**src/verilog/kbe_defines.svh**
```systemverilog
// register offsets, field positions, command codes and reset values
`ifndef KBE_DEFINES_SVH
`define KBE_DEFINES_SVH

`define KBE_PORT_INDEX   16'h0022
`define KBE_PORT_DATA    16'h0023
`define KBE_PORT_OBUF    16'h0060
`define KBE_PORT_STAT    16'h0064

`define KBE_IDX_CFGA     8'hC0
`define KBE_IDX_CFGB     8'hC1
`define KBE_IDX_IBUF     8'hC2
`define KBE_IDX_KOBUF    8'hC3
`define KBE_IDX_MOBUF    8'hC4
`define KBE_IDX_STATW    8'hC5

`define KBE_CFGA_MSEL    0
`define KBE_CFGA_A20DIS  1
`define KBE_CFGA_RSTDIS  2
`define KBE_CFGA_IRQ1EN  4
`define KBE_CFGA_IRQ12EN 5

`define KBE_CFGB_CLKREL  0
`define KBE_CFGB_ACK     1
`define KBE_CFGB_RT_LO   2
`define KBE_CFGB_RT_HI   3
`define KBE_CFGB_XTEN    4
`define KBE_CFGB_XTSEL   5
`define KBE_CFGB_TMR     6

`define KBE_STAT_OBF     0
`define KBE_STAT_IBF     1
`define KBE_STAT_CMD     3
`define KBE_STAT_AUX     5

`define KBE_CMD_A20      8'hD1
`define KBE_CMD_RST      8'hFE
`define KBE_A20_DATA_BIT 1

`define KBE_CFG_RESET    8'h00
`define KBE_STAT_RESET   8'h00
`define KBE_BUF_RESET    8'h00
`define KBE_UNMAPPED     8'hFF
`define KBE_XT_LAST_BIT  4'h8

`endif

```
**src/verilog/kbe_pkg.sv**
```systemverilog
// types shared by the keyboard controller emulation
package kbe_pkg;

  typedef enum logic [1:0] {
    KBE_ROUTE_NONE  = 2'b00,
    KBE_ROUTE_INT   = 2'b01,
    KBE_ROUTE_EXT   = 2'b10,
    KBE_ROUTE_NONE2 = 2'b11
  } kbe_route_e;

  typedef enum logic {
    KBE_SNOOP_IDLE = 1'b0,
    KBE_SNOOP_DATA = 1'b1
  } kbe_snoop_e;

endpackage

```
**src/verilog/kbe_sync3.sv**
```systemverilog
// three-stage synchroniser that accepts a change once stages two and three agree
`timescale 1ns/10ps
module kbe_sync3 (
  // clock and reset
  input  wire logic clock_in,
  input  wire logic resetn_in,
  // asynchronous level in, filtered level out
  input  wire logic async_in,
  output logic      level_out
);

  logic q1;
  logic q2;
  logic q3;

  // idle level of the open-drain lines is high
  always_ff @(posedge clock_in) begin
    if (!resetn_in) begin
      q1 <= 1'b1;
      q2 <= 1'b1;
      q3 <= 1'b1;
    end else begin
      q1 <= async_in;
      q2 <= q1;
      q3 <= q2;
    end
  end

  always_ff @(posedge clock_in) begin
    if (!resetn_in) begin
      level_out <= 1'b1;
    end else if (q2 == q3) begin
      level_out <= q3;
    end
  end

endmodule

```
**src/verilog/kbe_xt_rx.sv**
```systemverilog
// serial keyboard receiver: start bit plus eight data bits, lsb first
`timescale 1ns/10ps
module kbe_xt_rx
  import kbe_pkg::*;
(
  // clock and reset
  input  wire logic       clock_in,
  input  wire logic       resetn_in,
  // control
  input  wire logic       run_in,
  // synchronised line levels
  input  wire logic       clk_lvl_in,
  input  wire logic       data_lvl_in,
  // received byte
  output logic [7:0]      byte_out,
  output logic            valid_out
);
`include "kbe_defines.svh"

  logic       clk_prev;
  logic [3:0] bit_cnt;
  logic [7:0] shift;
  logic       fall;

  assign fall = clk_prev & ~clk_lvl_in;

  always_ff @(posedge clock_in) begin
    if (!resetn_in) begin
      clk_prev <= 1'b1;
    end else begin
      clk_prev <= clk_lvl_in;
    end
  end

  // held idle while not running, so a stalled frame cannot leave stale bits
  always_ff @(posedge clock_in) begin
    if (!resetn_in) begin
      bit_cnt   <= 4'h0;
      shift     <= `KBE_BUF_RESET;
      byte_out  <= `KBE_BUF_RESET;
      valid_out <= 1'b0;
    end else if (!run_in) begin
      bit_cnt   <= 4'h0;
      shift     <= `KBE_BUF_RESET;
      valid_out <= 1'b0;
    end else if (fall) begin
      if (bit_cnt == `KBE_XT_LAST_BIT) begin
        byte_out  <= {data_lvl_in, shift[7:1]};
        valid_out <= 1'b1;
        bit_cnt   <= 4'h0;
        shift     <= `KBE_BUF_RESET;
      end else begin
        if (bit_cnt != 4'h0) begin
          shift <= {data_lvl_in, shift[7:1]};
        end
        bit_cnt   <= bit_cnt + 4'h1;
        valid_out <= 1'b0;
      end
    end else begin
      valid_out <= 1'b0;
    end
  end

endmodule

```
**src/verilog/kbe_top.sv**
```systemverilog
// keyboard controller emulation: routing, gate snoop, status, irqs, xt input
//
// Summary of operation
// - after reset the address line 20 gate propagates until a command clears it
// - snoop disable bit stops the gate state machine and its forcing
// - status_bit5_meaning_select picks time-out or mouse-full for status bit 5
// - in mouse mode a mouse buffer write sets bit 5, keyboard write clears it
// - no mouse irq while status_bit5_meaning_select is clear
// - irq1 enable only matters for internal route or none with xt irq mode
// - internal route with enable raises irq1 on keyboard buffer writes
// - shared irq1 is the or of both sources, one edge only
// - timer trap status sets on time-out, write 0 clears, write 1 ignored
// - xt byte goes to irq1 or to smi/nmi per route select
// - xt trap route suppresses matrix key smi/nmi
// - with xt enabled each received byte lands in the output buffer unless a buffer register write comes in the same cycle
// - port 60h returns xt data only on internal route, external goes out
// - route field picks internal, external bus or neither for 60h/64h
// - route field does not affect gate or hot reset snooping
// - writes to 60h/64h land in the internal emulation buffer
// - external route disables internal irq1 and irq12
// - acknowledge bit holds data low and clears the receive shifter
// - clock release bit clear holds the xt clock low
// - output buffer holds whichever of xt byte or buffer writes came last
`timescale 1ns/10ps
module kbe_top
  import kbe_pkg::*;
(
  // clock and reset
  input  wire logic        clock_in,
  input  wire logic        resetn_in,
  // cpu i/o cycle
  input  wire logic [15:0] io_addr_in,
  input  wire logic        io_wr_in,
  input  wire logic        io_rd_in,
  input  wire logic [7:0]  io_wdata_in,
  output logic [7:0]       io_rdata_out,
  output logic             ext_kbc_select_out,
  // system side
  output logic             a20_gate_out,
  output logic             hot_reset_out,
  output logic             irq1_out,
  output logic             irq12_out,
  output logic             smi_out,
  output logic             nmi_out,
  output logic             xt_trap_status_out,
  output logic             matrix_key_trap_out,
  // trap control from the power management side
  input  wire logic        kbd_trap_enable_in,
  input  wire logic        trap_nmi_select_in,
  input  wire logic        xt_trap_clear_in,
  input  wire logic        matrix_key_event_in,
  input  wire logic        kbd_timer_timeout_in,
  // xt keyboard lines, open drain
  input  wire logic        xt_clk_in,
  output logic             xt_clk_out,
  output logic             xt_clk_oe_out,
  input  wire logic        xt_data_in,
  output logic             xt_data_out,
  output logic             xt_data_oe_out
);
`include "kbe_defines.svh"

  ////////////////////////////////////////////////////////////////////////////
  logic [7:0] index;
  logic [7:0] cfga;
  logic [7:0] cfgb;
  logic [7:0] ibuf;
  logic [7:0] obuf;
  logic [7:0] status;
  logic       a20_level;
  logic       kbd_src;
  logic       xt_src;
  logic       mouse_src;
  logic       xt_trap;
  kbe_snoop_e snoop;
  kbe_route_e route;
  logic       xt_clk_lvl;
  logic       xt_data_lvl;
  logic [7:0] xt_byte;
  logic       xt_valid;
  logic       xt_run;
  logic [7:0] next_rdata;

  logic wr_dat, rd_dat, wr60, wr64, rd60, rd64;
  logic wr_c0, wr_c1, wr_c3, wr_c4, wr_c5, rd_c2;
  logic xt_en, xt_sel, xt_in;

  assign route  = kbe_route_e'(cfgb[`KBE_CFGB_RT_HI:`KBE_CFGB_RT_LO]);
  assign xt_en  = cfgb[`KBE_CFGB_XTEN];
  assign xt_sel = cfgb[`KBE_CFGB_XTSEL];
  assign xt_in  = xt_valid & xt_en;

  assign wr_dat = io_wr_in & (io_addr_in == `KBE_PORT_DATA);
  assign rd_dat = io_rd_in & (io_addr_in == `KBE_PORT_DATA);
  assign wr60   = io_wr_in & (io_addr_in == `KBE_PORT_OBUF);
  assign wr64   = io_wr_in & (io_addr_in == `KBE_PORT_STAT);
  assign rd60   = io_rd_in & (io_addr_in == `KBE_PORT_OBUF);
  assign rd64   = io_rd_in & (io_addr_in == `KBE_PORT_STAT);
  assign wr_c0  = wr_dat & (index == `KBE_IDX_CFGA);
  assign wr_c1  = wr_dat & (index == `KBE_IDX_CFGB);
  assign wr_c3  = wr_dat & (index == `KBE_IDX_KOBUF);
  assign wr_c4  = wr_dat & (index == `KBE_IDX_MOBUF);
  assign wr_c5  = wr_dat & (index == `KBE_IDX_STATW);
  assign rd_c2  = rd_dat & (index == `KBE_IDX_IBUF);

  ////////////////////////////////////////////////////////////////////////////
  // xt receiver
  kbe_sync3 u_sync_clk (
    .clock_in  (clock_in),
    .resetn_in (resetn_in),
    .async_in  (xt_clk_in),
    .level_out (xt_clk_lvl)
  );

  kbe_sync3 u_sync_data (
    .clock_in  (clock_in),
    .resetn_in (resetn_in),
    .async_in  (xt_data_in),
    .level_out (xt_data_lvl)
  );

  // ack high or clock held also clears the shifter
  assign xt_run = xt_en & cfgb[`KBE_CFGB_CLKREL] & ~cfgb[`KBE_CFGB_ACK];

  kbe_xt_rx u_rx (
    .clock_in    (clock_in),
    .resetn_in   (resetn_in),
    .run_in      (xt_run),
    .clk_lvl_in  (xt_clk_lvl),
    .data_lvl_in (xt_data_lvl),
    .byte_out    (xt_byte),
    .valid_out   (xt_valid)
  );

  always_ff @(posedge clock_in) begin
    if (!resetn_in) begin
      xt_clk_out     <= 1'b0;
      xt_data_out    <= 1'b0;
      xt_clk_oe_out  <= 1'b0;
      xt_data_oe_out <= 1'b0;
    end else begin
      xt_clk_out     <= 1'b0;
      xt_data_out    <= 1'b0;
      xt_clk_oe_out  <= xt_en & ~cfgb[`KBE_CFGB_CLKREL];
      xt_data_oe_out <= xt_en & cfgb[`KBE_CFGB_ACK];
    end
  end

  ////////////////////////////////////////////////////////////////////////////
  // index and configuration registers
  always_ff @(posedge clock_in) begin
    if (!resetn_in) begin
      index <= `KBE_CFG_RESET;
    end else if (io_wr_in && io_addr_in == `KBE_PORT_INDEX) begin
      index <= io_wdata_in;
    end
  end

  always_ff @(posedge clock_in) begin
    if (!resetn_in) begin
      cfga <= `KBE_CFG_RESET;
    end else if (wr_c0) begin
      cfga <= io_wdata_in;
    end
  end

  // timer trap status: hardware set wins over a software clear
  always_ff @(posedge clock_in) begin
    if (!resetn_in) begin
      cfgb <= `KBE_CFG_RESET;
    end else begin
      if (wr_c1) begin
        cfgb[5:0] <= io_wdata_in[5:0];
      end
      if (kbd_timer_timeout_in) begin
        cfgb[`KBE_CFGB_TMR] <= 1'b1;
      end else if (wr_c1 && !io_wdata_in[`KBE_CFGB_TMR]) begin
        cfgb[`KBE_CFGB_TMR] <= 1'b0;
      end
      cfgb[7] <= 1'b0;
    end
  end

  ////////////////////////////////////////////////////////////////////////////
  // emulated buffers and status
  // cpu writes are captured on every route so emulation code can inspect them
  always_ff @(posedge clock_in) begin
    if (!resetn_in) begin
      ibuf <= `KBE_BUF_RESET;
    end else if (wr60 || wr64) begin
      ibuf <= io_wdata_in;
    end
  end

  // register writes win a same-cycle tie with an xt byte
  always_ff @(posedge clock_in) begin
    if (!resetn_in) begin
      obuf <= `KBE_BUF_RESET;
    end else if (wr_c3 || wr_c4) begin
      obuf <= io_wdata_in;
    end else if (xt_in) begin
      obuf <= xt_byte;
    end
  end

  always_ff @(posedge clock_in) begin
    if (!resetn_in) begin
      status <= `KBE_STAT_RESET;
    end else begin
      if (wr_c5) begin
        status <= io_wdata_in;
      end
      if (wr_c3 || wr_c4 || xt_in) begin
        status[`KBE_STAT_OBF] <= 1'b1;
      end else if (rd60 && route == KBE_ROUTE_INT) begin
        status[`KBE_STAT_OBF] <= 1'b0;
      end
      if (wr60 || wr64) begin
        status[`KBE_STAT_IBF] <= 1'b1;
        status[`KBE_STAT_CMD] <= wr64;
      end else if (rd_c2) begin
        status[`KBE_STAT_IBF] <= 1'b0;
      end
      if (cfga[`KBE_CFGA_MSEL]) begin
        if (wr_c4) begin
          status[`KBE_STAT_AUX] <= 1'b1;
        end else if (wr_c3) begin
          status[`KBE_STAT_AUX] <= 1'b0;
        end
      end
    end
  end

  ////////////////////////////////////////////////////////////////////////////
  // gate and hot reset snooping, independent of the route field
  always_ff @(posedge clock_in) begin
    if (!resetn_in) begin
      snoop     <= KBE_SNOOP_IDLE;
      a20_level <= 1'b1;
    end else if (cfga[`KBE_CFGA_A20DIS]) begin
      snoop <= KBE_SNOOP_IDLE;
    end else begin
      case (snoop)
        KBE_SNOOP_IDLE: begin
          if (wr64 && io_wdata_in == `KBE_CMD_A20) begin
            snoop <= KBE_SNOOP_DATA;
          end
        end
        KBE_SNOOP_DATA: begin
          if (wr60) begin
            a20_level <= io_wdata_in[`KBE_A20_DATA_BIT];
            snoop     <= KBE_SNOOP_IDLE;
          end else if (wr64) begin
            snoop <= KBE_SNOOP_IDLE;
          end
        end
        default: begin
          snoop <= KBE_SNOOP_IDLE;
        end
      endcase
    end
  end

  always_ff @(posedge clock_in) begin
    if (!resetn_in) begin
      a20_gate_out  <= 1'b1;
      hot_reset_out <= 1'b0;
    end else begin
      a20_gate_out  <= a20_level & ~cfga[`KBE_CFGA_A20DIS];
      hot_reset_out <= wr64 & (io_wdata_in == `KBE_CMD_RST)
                       & ~cfga[`KBE_CFGA_RSTDIS];
    end
  end

  ////////////////////////////////////////////////////////////////////////////
  // interrupt sources: set wins over the clearing read
  always_ff @(posedge clock_in) begin
    if (!resetn_in) begin
      kbd_src   <= 1'b0;
      mouse_src <= 1'b0;
      xt_src    <= 1'b0;
    end else begin
      if (wr_c3 && route == KBE_ROUTE_INT) begin
        kbd_src <= 1'b1;
      end else if (rd60) begin
        kbd_src <= 1'b0;
      end
      if (wr_c4 && route == KBE_ROUTE_INT) begin
        mouse_src <= 1'b1;
      end else if (rd60) begin
        mouse_src <= 1'b0;
      end
      if (xt_in && !xt_sel && route != KBE_ROUTE_EXT) begin
        xt_src <= 1'b1;
      end else if (rd60 || !xt_en) begin
        xt_src <= 1'b0;
      end
    end
  end

  // one or-ed level: a second source during the first makes no new edge,
  // so handlers must drain both or toggle the enable
  always_ff @(posedge clock_in) begin
    if (!resetn_in) begin
      irq1_out  <= 1'b0;
      irq12_out <= 1'b0;
    end else begin
      irq1_out  <= cfga[`KBE_CFGA_IRQ1EN] & (route != KBE_ROUTE_EXT)
                   & (kbd_src | xt_src);
      irq12_out <= mouse_src & cfga[`KBE_CFGA_IRQ12EN]
                   & cfga[`KBE_CFGA_MSEL]
                   & (route == KBE_ROUTE_INT);
    end
  end

  ////////////////////////////////////////////////////////////////////////////
  // smi/nmi traps
  always_ff @(posedge clock_in) begin
    if (!resetn_in) begin
      xt_trap <= 1'b0;
    end else if (xt_in && xt_sel && kbd_trap_enable_in) begin
      xt_trap <= 1'b1;
    end else if (xt_trap_clear_in) begin
      xt_trap <= 1'b0;
    end
  end

  always_ff @(posedge clock_in) begin
    if (!resetn_in) begin
      smi_out             <= 1'b0;
      nmi_out             <= 1'b0;
      xt_trap_status_out  <= 1'b0;
      matrix_key_trap_out <= 1'b0;
    end else begin
      smi_out <= (xt_trap | cfgb[`KBE_CFGB_TMR]) & ~trap_nmi_select_in;
      nmi_out <= (xt_trap | cfgb[`KBE_CFGB_TMR]) & trap_nmi_select_in;
      xt_trap_status_out  <= xt_trap;
      matrix_key_trap_out <= matrix_key_event_in & kbd_trap_enable_in
                             & ~xt_sel;
    end
  end

  ////////////////////////////////////////////////////////////////////////////
  // read data and external route
  always_comb begin
    next_rdata = `KBE_UNMAPPED;
    if (io_addr_in == `KBE_PORT_INDEX) begin
      next_rdata = index;
    end else if (io_addr_in == `KBE_PORT_DATA) begin
      case (index)
        `KBE_IDX_CFGA:  next_rdata = cfga;
        `KBE_IDX_CFGB:  next_rdata = cfgb;
        `KBE_IDX_IBUF:  next_rdata = ibuf;
        `KBE_IDX_KOBUF: next_rdata = obuf;
        `KBE_IDX_MOBUF: next_rdata = obuf;
        `KBE_IDX_STATW: next_rdata = status;
        default:        next_rdata = `KBE_UNMAPPED;
      endcase
    end else if (route == KBE_ROUTE_INT) begin
      if (io_addr_in == `KBE_PORT_OBUF) begin
        next_rdata = obuf;
      end else if (io_addr_in == `KBE_PORT_STAT) begin
        next_rdata = status;
      end
    end
  end

  always_ff @(posedge clock_in) begin
    if (!resetn_in) begin
      io_rdata_out       <= `KBE_UNMAPPED;
      ext_kbc_select_out <= 1'b0;
    end else begin
      if (io_rd_in) begin
        io_rdata_out <= next_rdata;
      end
      ext_kbc_select_out <= (wr60 | wr64 | rd60 | rd64)
                            & (route == KBE_ROUTE_EXT);
    end
  end
endmodule

```
**config.mk**
```make
export PLATFORM = sky130hd
export DESIGN_NAME = kbe_top
export DESIGN_NICKNAME = d
export VERILOG_FILES = /design/src/verilog/kbe_pkg.sv /design/src/verilog/kbe_sync3.sv /design/src/verilog/kbe_xt_rx.sv /design/src/verilog/kbe_top.sv
export VERILOG_INCLUDE_DIRS = /design/src /design/src/verilog
export SDC_FILE = /design/constraint.sdc
export NUM_CORES = 1
export LEC_CHECK = 0
export ABC_AREA = 1
export ABC_CLOCK_PERIOD_IN_PS = 3730
export BUFFER_PORTS_ARGS = -buffer_cell sky130_fd_sc_hd__buf_2
export CAP_MARGIN = 30
export CORE_UTILIZATION = 40
export CTS_BUF_LIST = sky130_fd_sc_hd__clkbuf_8
export CTS_CLUSTER_DIAMETER = 50
export CTS_CLUSTER_SIZE = 24
export DETAILED_ROUTE_END_ITERATION = 10
export PLACE_DENSITY = 0.67
export SLEW_MARGIN = 20
export SYNTH_ARGS = -nofsm -noshare
export SYNTH_HDL_FRONTEND = slang
export SYNTH_HIERARCHICAL = 1
export SYNTH_SLANG_ARGS = --single-unit
```
**constraint.sdc**
```tcl
create_clock -name clock_in -period 3.73 [get_ports clock_in]
set_input_delay 0.5595 -clock clock_in [delete_from_list [all_inputs] [get_ports clock_in]]
set_output_delay 0.5595 -clock clock_in [all_outputs]
set_load 0.02 [all_outputs]
```
# After elaboration in Yosys (flattened, before gate mapping)

Cells that the tools add are included.

Add/subtract/negate cells: 1
Equal/unequal tests: 18
Mux-type cells: 34
Bitwise operators: 45
Reductions and logical operators: 35

Operators by type and width:

| operator            | count |
|---|---|
| $mux 8              | 9 |
| $eq 8x8->1 const B  | 8 |
| $pmux 8 s5          | 1 |
| $eq 16x6->1 const B | 2 |
| $eq 16x7->1 const B | 2 |
| $and 1x1->1         | 31 |
| $mux 1              | 21 |
| $reduce_bool 2->1   | 8 |
| $logic_and 1x1->1   | 10 |
| $not 1->1           | 9 |
| $reduce_and 3->1    | 3 |
| $mux 6              | 1 |
| $reduce_bool 3->1   | 2 |
| $or 1x1->1          | 5 |
| $add 4x1->4 const B | 1 |
| $eq 4x4->1 const B  | 1 |
| $logic_or 1x1->1    | 4 |
| $mux 4              | 1 |
| $reduce_and 2->1    | 2 |
| $reduce_bool 4->1   | 1 |
| $reduce_or 2->1     | 2 |
| $logic_not 1->1     | 3 |
| $eq 1x1->1          | 2 |
| $eq 2x1->1 const B  | 1 |
| other kinds (3)     | 3 |

Bits in registers: 103
Input bits: 35
Output and inout port bits: 21
Word-level logic and storage cells: 176

# Logic depth before layout (Yosys ltp)

Gate-level depths: netlist (run 1).

Depth after elaboration: 7
Gate-level depth with buffers: 14
Mapped depth without buffers: 13

# Hierarchy

Netlist (run 1), hierarchy kept.

By module, submodules not included:

| module    | times used | cells each | area an instance (sq um) | sequential area each (sq um) |
|---|---|---|---|---|
| kbe_top   | 1          | 537        | 3628.5                   | 1441.4 |
| kbe_xt_rx | 1          | 129        | 924.6                    | 420.4 |
| kbe_sync3 | 2          | 17         | 133.9                    | 80.1 |

# Worst setup path before layout (run 1)

No wires, ideal clock.

Kind: in2reg
Start: input io_addr_in[5]
End: register status[5]
Library setup time: 134 ps
Arrival: 1597 ps
Required time: 3596 ps
Slack: 1999 ps
Stages: 11
Path buffers: 0
Path through: inv_1 > nor2_2 > nand2_1 > nor2_4 > nand2_4 > nor2_1 > nand2_2 > inv_2 > nand2_1 > o211ai_1 > a21oi_1

Longest elaborated chain between the ends: 7
Elaborated cells between the ends (all ways): 9
Classes of those cells: eq/ne: 1; mux: 4; bitwise: 4

Ends and longest elaborated chain:

| what                           | line           | text |
|---|---|---|
| start: declaration             | kbe_top.sv:32  | `input wire logic [15:0] io_addr_in,` |
| $eq 16x6->1 (no source line) * | --             |  |
| $and 1x1->1 *                  | kbe_top.sv:93  | `` assign wr_dat = io_wr_in & (io_addr_in == `KBE_PORT_DATA); `` |
| $and 1x1->1                    | kbe_top.sv:103 | `` assign wr_c5 = wr_dat & (index == `KBE_IDX_STATW); `` |
| $mux 6                         | kbe_top.sv:210 | `if (wr_c5) begin` |
| $mux 1                         | kbe_top.sv:227 | `end else if (wr_c3) begin` |
| $mux 1                         | kbe_top.sv:225 | `if (wr_c4) begin` |
| $mux 1 *                       | kbe_top.sv:224 | `` if (cfga[`KBE_CFGA_MSEL]) begin `` |
| end signal: assignment         | kbe_top.sv:208 | `` status <= `KBE_STAT_RESET; `` |
| end signal: assignment         | kbe_top.sv:211 | `status <= io_wdata_in;` |
| end signal: indexed assignment | kbe_top.sv:220 | `` status[`KBE_STAT_CMD] <= wr64; `` |
| end: declaration               | kbe_top.sv:69  | `logic [7:0] status;` |

Mark *: on every way between the ends. The rest lies on a longest branch, timed or not. The select of a mux whose other input is x is not followed.
A chain may end at the register's enable or synchronous reset.

# Worst setup path in the final report (run 1)

Start: register index[6]
End: register io_rdata_out[3]

Longest elaborated chain between the ends: 5
Elaborated cells between the ends (all ways): 10
Classes of those cells: eq/ne: 6; mux: 3; reduce/logical: 1

Ends and longest elaborated chain:

| what                             | line           | text |
|---|---|---|
| start: declaration               | kbe_top.sv:64  | `logic [7:0] index;` |
| start signal: assignment         | kbe_top.sv:153 | `` index <= `KBE_CFG_RESET; `` |
| start signal: assignment         | kbe_top.sv:155 | `index <= io_wdata_in;` |
| $eq 8x8->1                       | kbe_top.sv:350 | `case (index)` |
| $reduce_or 2->1 (no source line) | --             |  |
| $pmux 8 s5 *                     | kbe_top.sv:350 |  |
| $mux 8 *                         | kbe_top.sv:349 | `` end else if (io_addr_in == `KBE_PORT_DATA) begin `` |
| $mux 8 *                         | kbe_top.sv:347 | `` if (io_addr_in == `KBE_PORT_INDEX) begin `` |
| end signal: assignment           | kbe_top.sv:370 | `` io_rdata_out <= `KBE_UNMAPPED; `` |
| end signal: assignment           | kbe_top.sv:374 | `io_rdata_out <= next_rdata;` |
| end: declaration                 | kbe_top.sv:36  | `output logic [7:0] io_rdata_out,` |

Mark *: on every way between the ends. The rest lies on a longest branch, timed or not.

==> metrics.yaml, run 1 <==
outcome:
  outcome: "finished, violations left"
  violations: "design-rule violations"
yosys:
  synthCells: 700
  synth_top_family_by_area: "simple AND/OR/NAND/NOR gates"
  synthXorXnorAreaFrac_pct: 0.182
  synth_cell_types: 37
  synthAdderAreaFrac_pct: 0.519
  ys_seq_elements: 101
  synthFlopType: "dfxtp_1"
  yosysSeqAreaShare_pct: 41.9
  yosys_warnings: 6
  synth_edf_count: 0
  synth_compound_area_share_pct: 15.8
  muxShareOfSynthArea_pct: 0
  netlist_area_sq_um: 4820
  avgSynthCellArea_sq_um: 6.89
  synth-simple-area-share_pct: 32.9
  postSynth.asyncResetShare_pct: 0
final_layout:
  area_delta_synth_final_pct: 11.7
  finalNonFillerCells: 893
  antennaDiodeCount: 0
  fin_nets: 782
  layout-drive-gt1-share_pct: 14.1
worst_setup_path:
  cpMostUsedCell: "nand2_1"
  crit_slowest_cell: "nor2_2"
  slowest_delay_ns: 0.46
  start_kind: "register"
  path_cells: "nand2_1 > nor2_2 > nand2_1 > nand2_2 > nor2_4 > nor2_1 > nand3_1 > nand2_1 > nand2_1 > nand2_1 > nand2_1"
  cp_top_family: "simple AND/OR/NAND/NOR gates"
  crit_buf_inv: 0
  endpoint_kind: "register"
  cp_data_arrival_time_ns: 2.64
  worstPathMaxFanout: 14
  worstPathRequired_ns: 4.01
  path_class: "reg2reg"
drt:
  detail-route-antenna-nets: 0
  vias: 4637
  drc: 4
  dr.pass1.iters: 8
  wl_per_cell_um: 15.3
  viasPerCell: 5.19
  drt_iter0_markers: 337
  totalWireLength_mm: 13.6
clock_tree:
  numCtsBuffers: 9
  cts.hold.buffers_added: 0
  cts_resized: 0
  cts.path.max_buffers: 2
  clkLatencyLatePin_ns: 0.40
  cts_root_buf: "clkbuf_8"
  cts.htree.levels: 3
  cts_setup_buffers: 0
  clk_pin_slew_ns: 0.10
  cts.sinks: 101
  cts_tree: "built"
sta:
  setup_viol: 0
  fin_crit_sh_pct: 63.1
  grt_setup_unrepaired: "no"
  finalCriticalPeriod_ns: 2.36
  timing.fmax_mhz: 425
  clock_skew_ns: 0.0118
  fin_tns_setup_ns: 0
  slew_headroom_pct: 42.8
  finalHoldViolations: 0
  drv_slew: 0
  worstMarginPinSlew_ns: 0.853
  final.setup.worst_slack_ns: 1.37
floorplanning:
  start_util_pct: 41.7
  ios: 56
  die_area_sq_um: 12500
  die_h_um: 112
  chipWidth_um: 112
  coreArea_sq_um: 11600
  rows: 39
power:
  seqPwrFrac_pct: 54.6
  combPwrFrac_pct: 4.9
  p_leak_nw: 2.29
  power_per_cell_area_nw_per_um2: 371
  internal_power_w: 0.00152
  ir_drop_mv: 0.393
  power_switching_w: 0.000478
  sw_frac_of_total_pct: 23.9
  p_clk_share_pct: 40.5
grt:
  overflow: 0
  grt_pass1_vias: 4346
  grt_pass1_wl_mm: 22.1
  groute.usage.overall_pct: 22.8
  grt_max_degree: 64
  antenna_found_initial: 0
job:
  max_cap_violations: 0
place:
  dp_cells: 877
  place_congestion: 1.00
  place_ws_ns: 1.10
  dp_hpwl_mm: 10.1
  portBuffers: 53
min_path:
  hp-class: "in2reg"
power groups by stage:
stage               Clock (W)  Combinational [W]  Sequential, W
finish               0.000808          0.0000980        0.00109
global route         0.000876           0.000108        0.00109
CTS                  0.000827          0.0000982        0.00109
detailed placement          0          0.0000979        0.00112
global placement            0          0.0000959        0.00111
floorplan                   0          0.0000466        0.00112
synthesized netlist by cell type, drive strengths merged, types with 2 or more instances:
library cell    n  area, sq um
buf            15          103
o211ai          3         22.5
nand4          10         62.6
nor2          116          513
a21oi          69          364
inv            70          263
nor3            5         25.0
nand2         174          686
o21ai          57          289
nor3b           3         22.5
clkbuf          7         26.3
nand3          40          200
a31oi           2         12.5
nand3b          8         72.6
dfxtp         101         2020
ha              2         25.0
o22ai           2         12.5
a211oi          6         45.0
clkinv          5         20.0
path summary, 6_finish.rpt:
| check | from | endpoint | slack [ns] | depth (start not counted) |
|---|---|---|---|---|
| hold reg to reg | u_sync_clk/q1 | u_sync_clk/q2 | 0.41 | 2 |
| hold / removal | trap_nmi_select_in | smi_out | 0.32 | 2 |
| setup reg to reg | index[6] | io_rdata_out[3] | 1.37 | 11 |
| setup / recovery | index[6] | io_rdata_out[3] | 1.37 | 11 |
routing by layer:
layer / GRT usage (%) / wire length (um) / part of all wire [%] / up-vias
li1: - / - / - / 2357
met1: 28.7 / 5970 / 44 / 2117
met2: 37.2 / 6400 / 47 / 133
met3: 5.33 / 792 / 5.8 / 30
met4: 9.91 / 461 / 3.4 / 0
met5: 0 / 0 / 0 / -
worst reg2reg max path, delay by kind of cell (launching register included):
family	cells	cell delay, ns
and+or+nand+nor	11	1.80
DFF	1	0.44
cells in the final DEF (no fill, tap or decap), drive strengths merged:
cell type	synthesis	final
a31oi	2	2
bufinv	0	2
nor3b	3	3
o21bai	1	1
nor2	116	116
o211ai	3	3
clkbuf	7	10
o22ai	2	2
o32ai	1	1
nor4	1	1
nor3	5	5
dfxtp	101	101
conb	1	2
a211oi	6	6
clkinvlp	0	1
inv	70	72
clkinv	5	6
o21ai	57	57
ha	2	2
nand3b	8	8
nand4	10	10
nand2	174	174
a21oi	69	69
buf	15	55
xor2	1	1
nand3	40	40
cell type report:
cell class | instances | area (sq um)
Clock buffer | 10 | 138
Clock inverter | 6 | 92.6
Fill cell | 1199 | 6180
Inverter | 75 | 283
Multi-Input combinational cell | 503 | 2390
Sequential cell | 101 | 2020
Tap cell | 143 | 179
Timing Repair Buffer | 55 | 280
cell families (layout without fill, tap and decap cells):
kind of cell / Yosys count / count (layout)
xor+xnor: 1 / 1
flops: 101 / 101
simple gates: 357 / 357
other cells: 1 / 2
fa+ha+maj: 2 / 2
buf+inv: 97 / 146
compound gates: 141 / 141
flip-flops by register name, indices dropped and copies added (netlist names), 4 cells and up:
| name | cells |
|---|---|
| cfga | 8 |
| io_rdata_out | 8 |
| cfgb | 7 |
| u_rx/byte_out | 8 |
| u_rx/shift | 7 |
| status | 8 |
| index | 8 |
| u_rx/bit_cnt | 4 |
| obuf | 8 |
| ibuf | 8 |
metrics by stage:
step / power (W) / cell area, sq um / utilization, % / hold slack [ns]
CTS: 0.00202 / 5390 / 46.6 / 0.308
floorplan: 0.00117 / 4820 / - / 0.380
detailed placement: 0.00121 / 5150 / 44.6 / 0.388
finish: 0.00200 / 5390 / 46.6 / 0.324
global placement: 0.00121 / 5150 / 44.6 / 0.391
global route: 0.00208 / 5390 / 46.6 / 0.318
No activity file was read; power rests on OpenSTA's default activity.
==> inputs of run 2 (changes only) <==
- ABC_CLOCK_PERIOD_IN_PS: 3730 -> 2200
- clock period: 3.73 -> 2.2 ns (I/O delays scaled with it)
==> metrics.yaml, run 2 (same netlist as run 1, synthesis figures left out) <==
clock_tree:
  cts_setup_buffers: 0
  cts_resized: 0
  cts_tree: "built"
  cts.hold.buffers_added: 0
  clk_pin_slew_ns: 0.10
  numCtsBuffers: 9
  clkLatencyLatePin_ns: 0.39
  cts_root_buf: "clkbuf_8"
  cts.htree.levels: 3
  cts.path.max_buffers: 2
  cts.sinks: 101
grt:
  overflow: 0
  antenna_found_initial: 0
  groute.usage.overall_pct: 24.5
  grt_pass1_wl_mm: 23.4
  grt_max_degree: 32
  grt_pass1_vias: 4484
sta:
  worstMarginPinSlew_ns: 0.527
  finalHoldViolations: 0
  finalCriticalPeriod_ns: 1.91
  worst_hold_slack_ns: 0.104
  fin_tns_setup_ns: 0
  fin_crit_sh_pct: 86.9
  drv_slew: 0
  grt_setup_unrepaired: "no"
  slew_headroom_pct: 64.8
  clock_skew_ns: 0.0124
  timing.fmax_mhz: 523
  setup_viol: 0
power:
  power_per_cell_area_nw_per_um2: 588
  p_leak_nw: 2.35
  ir_drop_mv: 0.344
  totalPowerFinal_w: 0.00321
min_path:
  hold_depth: 3
  min_from: "xt_clk_in"
  worst_hold_path.endpoint: "u_sync_clk/q1"
  hp-class: "in2reg"
worst_setup_path:
  timing.rr.start: "index[6]"
  worstPathMaxFanout: 12
  rr_endpoint: "status[5]"
  reg2regPathDepth: 10
  worstPathRequired_ns: 2.46
  cp_top_family: "simple AND/OR/NAND/NOR gates"
  cp_data_arrival_time_ns: 2.17
  crit_slowest_cell: "dfxtp_1"
  endpoint_kind: "register"
  slowest_delay_ns: 0.38
  startpoint: "index[6]"
  cpMostUsedCell: "nand2_1"
  start_kind: "register"
  path_class: "reg2reg"
  rrSetupSlack_ns: 0.29
  crit_buf_inv: 3
  path_cells: "nand2_1 > nor2_2 > buf_4 > nand2_1 > inv_1 > nand2_2 > inv_2 > nand2_1 > o211ai_1 > a21oi_1"
final_layout:
  finalNonFillerCells: 905
  final_cell_mix: "nand2_1, dfxtp_1, nor2_1"
  area_delta_synth_final_pct: 13.2
  final_common_cell: "nand2_1"
  layout-drive-gt1-share_pct: 15.2
  fin_nets: 795
  final_util_pct: 47.2
  antennaDiodeCount: 0
job:
  max_cap_violations: 0
outcome:
  violations: "design-rule violations"
  outcome: "finished, violations left"
drt:
  wl_per_cell_um: 16.1
  drc: 4
  totalWireLength_mm: 14.6
  detail-route-antenna-nets: 0
  dr.pass1.iters: 8
  drt_iter0_markers: 289
  viasPerCell: 5.16
  vias: 4669
floorplanning:
  rows: 39
  die_area_sq_um: 12500
  start_util_pct: 41.7
  coreArea_sq_um: 11600
  die_h_um: 112
  chipWidth_um: 112
  ios: 56
place:
  place_congestion: 0.980
  dp_hpwl_mm: 11.2
  dp_cells: 890
  portBuffers: 53
[run 2: worst max path at each step]
stage | slack (ns) | endpoint | cells after the start
4_1_cts | 0.32 | status[5] | 10
3_5_place_dp | 0.16 | status[5] | 11
2_1_floorplan | 0.70 | status[5] | 11
6_report | 0.29 | status[5] | 10
5_1_grt | 0.12 | status[5] | 10
3_3_place_gp | 0.21 | status[5] | 11
[run 2: report_power, final]
part	internal, W	total (W)	leakage [nW]	switching, W
Clock	0.000545	0.00119	0.101	0.000644
Combinational	0.0000536	0.000173	1.43	0.000119
Sequential	0.00184	0.00185	0.817	0.00000634
[run 2: per-layer routing]
| metal | vias to the layer above | share of wire (%) | GRT usage (%) |
|---|---|---|---|
| li1 | 2371 | - | - |
| met1 | 2115 | 44 | 30.8 |
| met2 | 151 | 47 | 41.3 |
| met3 | 32 | 5.6 | 4.57 |
| met4 | 0 | 2.9 | 10.0 |
| met5 | - | 0 | 0 |
[run 2: metrics by stage]
step                      setup slack, ns  area [sq um]
after floorplan                     0.699          4820
after global placement              0.213          5270
after detailed placement            0.158          5270
after CTS                           0.318          5460
after global routing                0.121          5460
final                               0.289          5460
[run 2: area by class of cell]
type / instances / area [sq um]
fillers: 1185 / 6110
clock buffers: 10 / 138
repair buffers: 68 / 390
flip-flops and latches: 101 / 2020
inverters: 75 / 283
well taps: 143 / 179
clock inverters: 5 / 53.8
multi-input cells: 503 / 2390
[run 2: worst register-to-register path, delay by kind of cell (launching register included)]
family                 cells  cell delay [ns]
AO/OA/AOI/OAI              2             0.20
buffers and inverters      3             0.58
flip-flops                 1             0.38
AND/OR/NAND/NOR            5             0.63
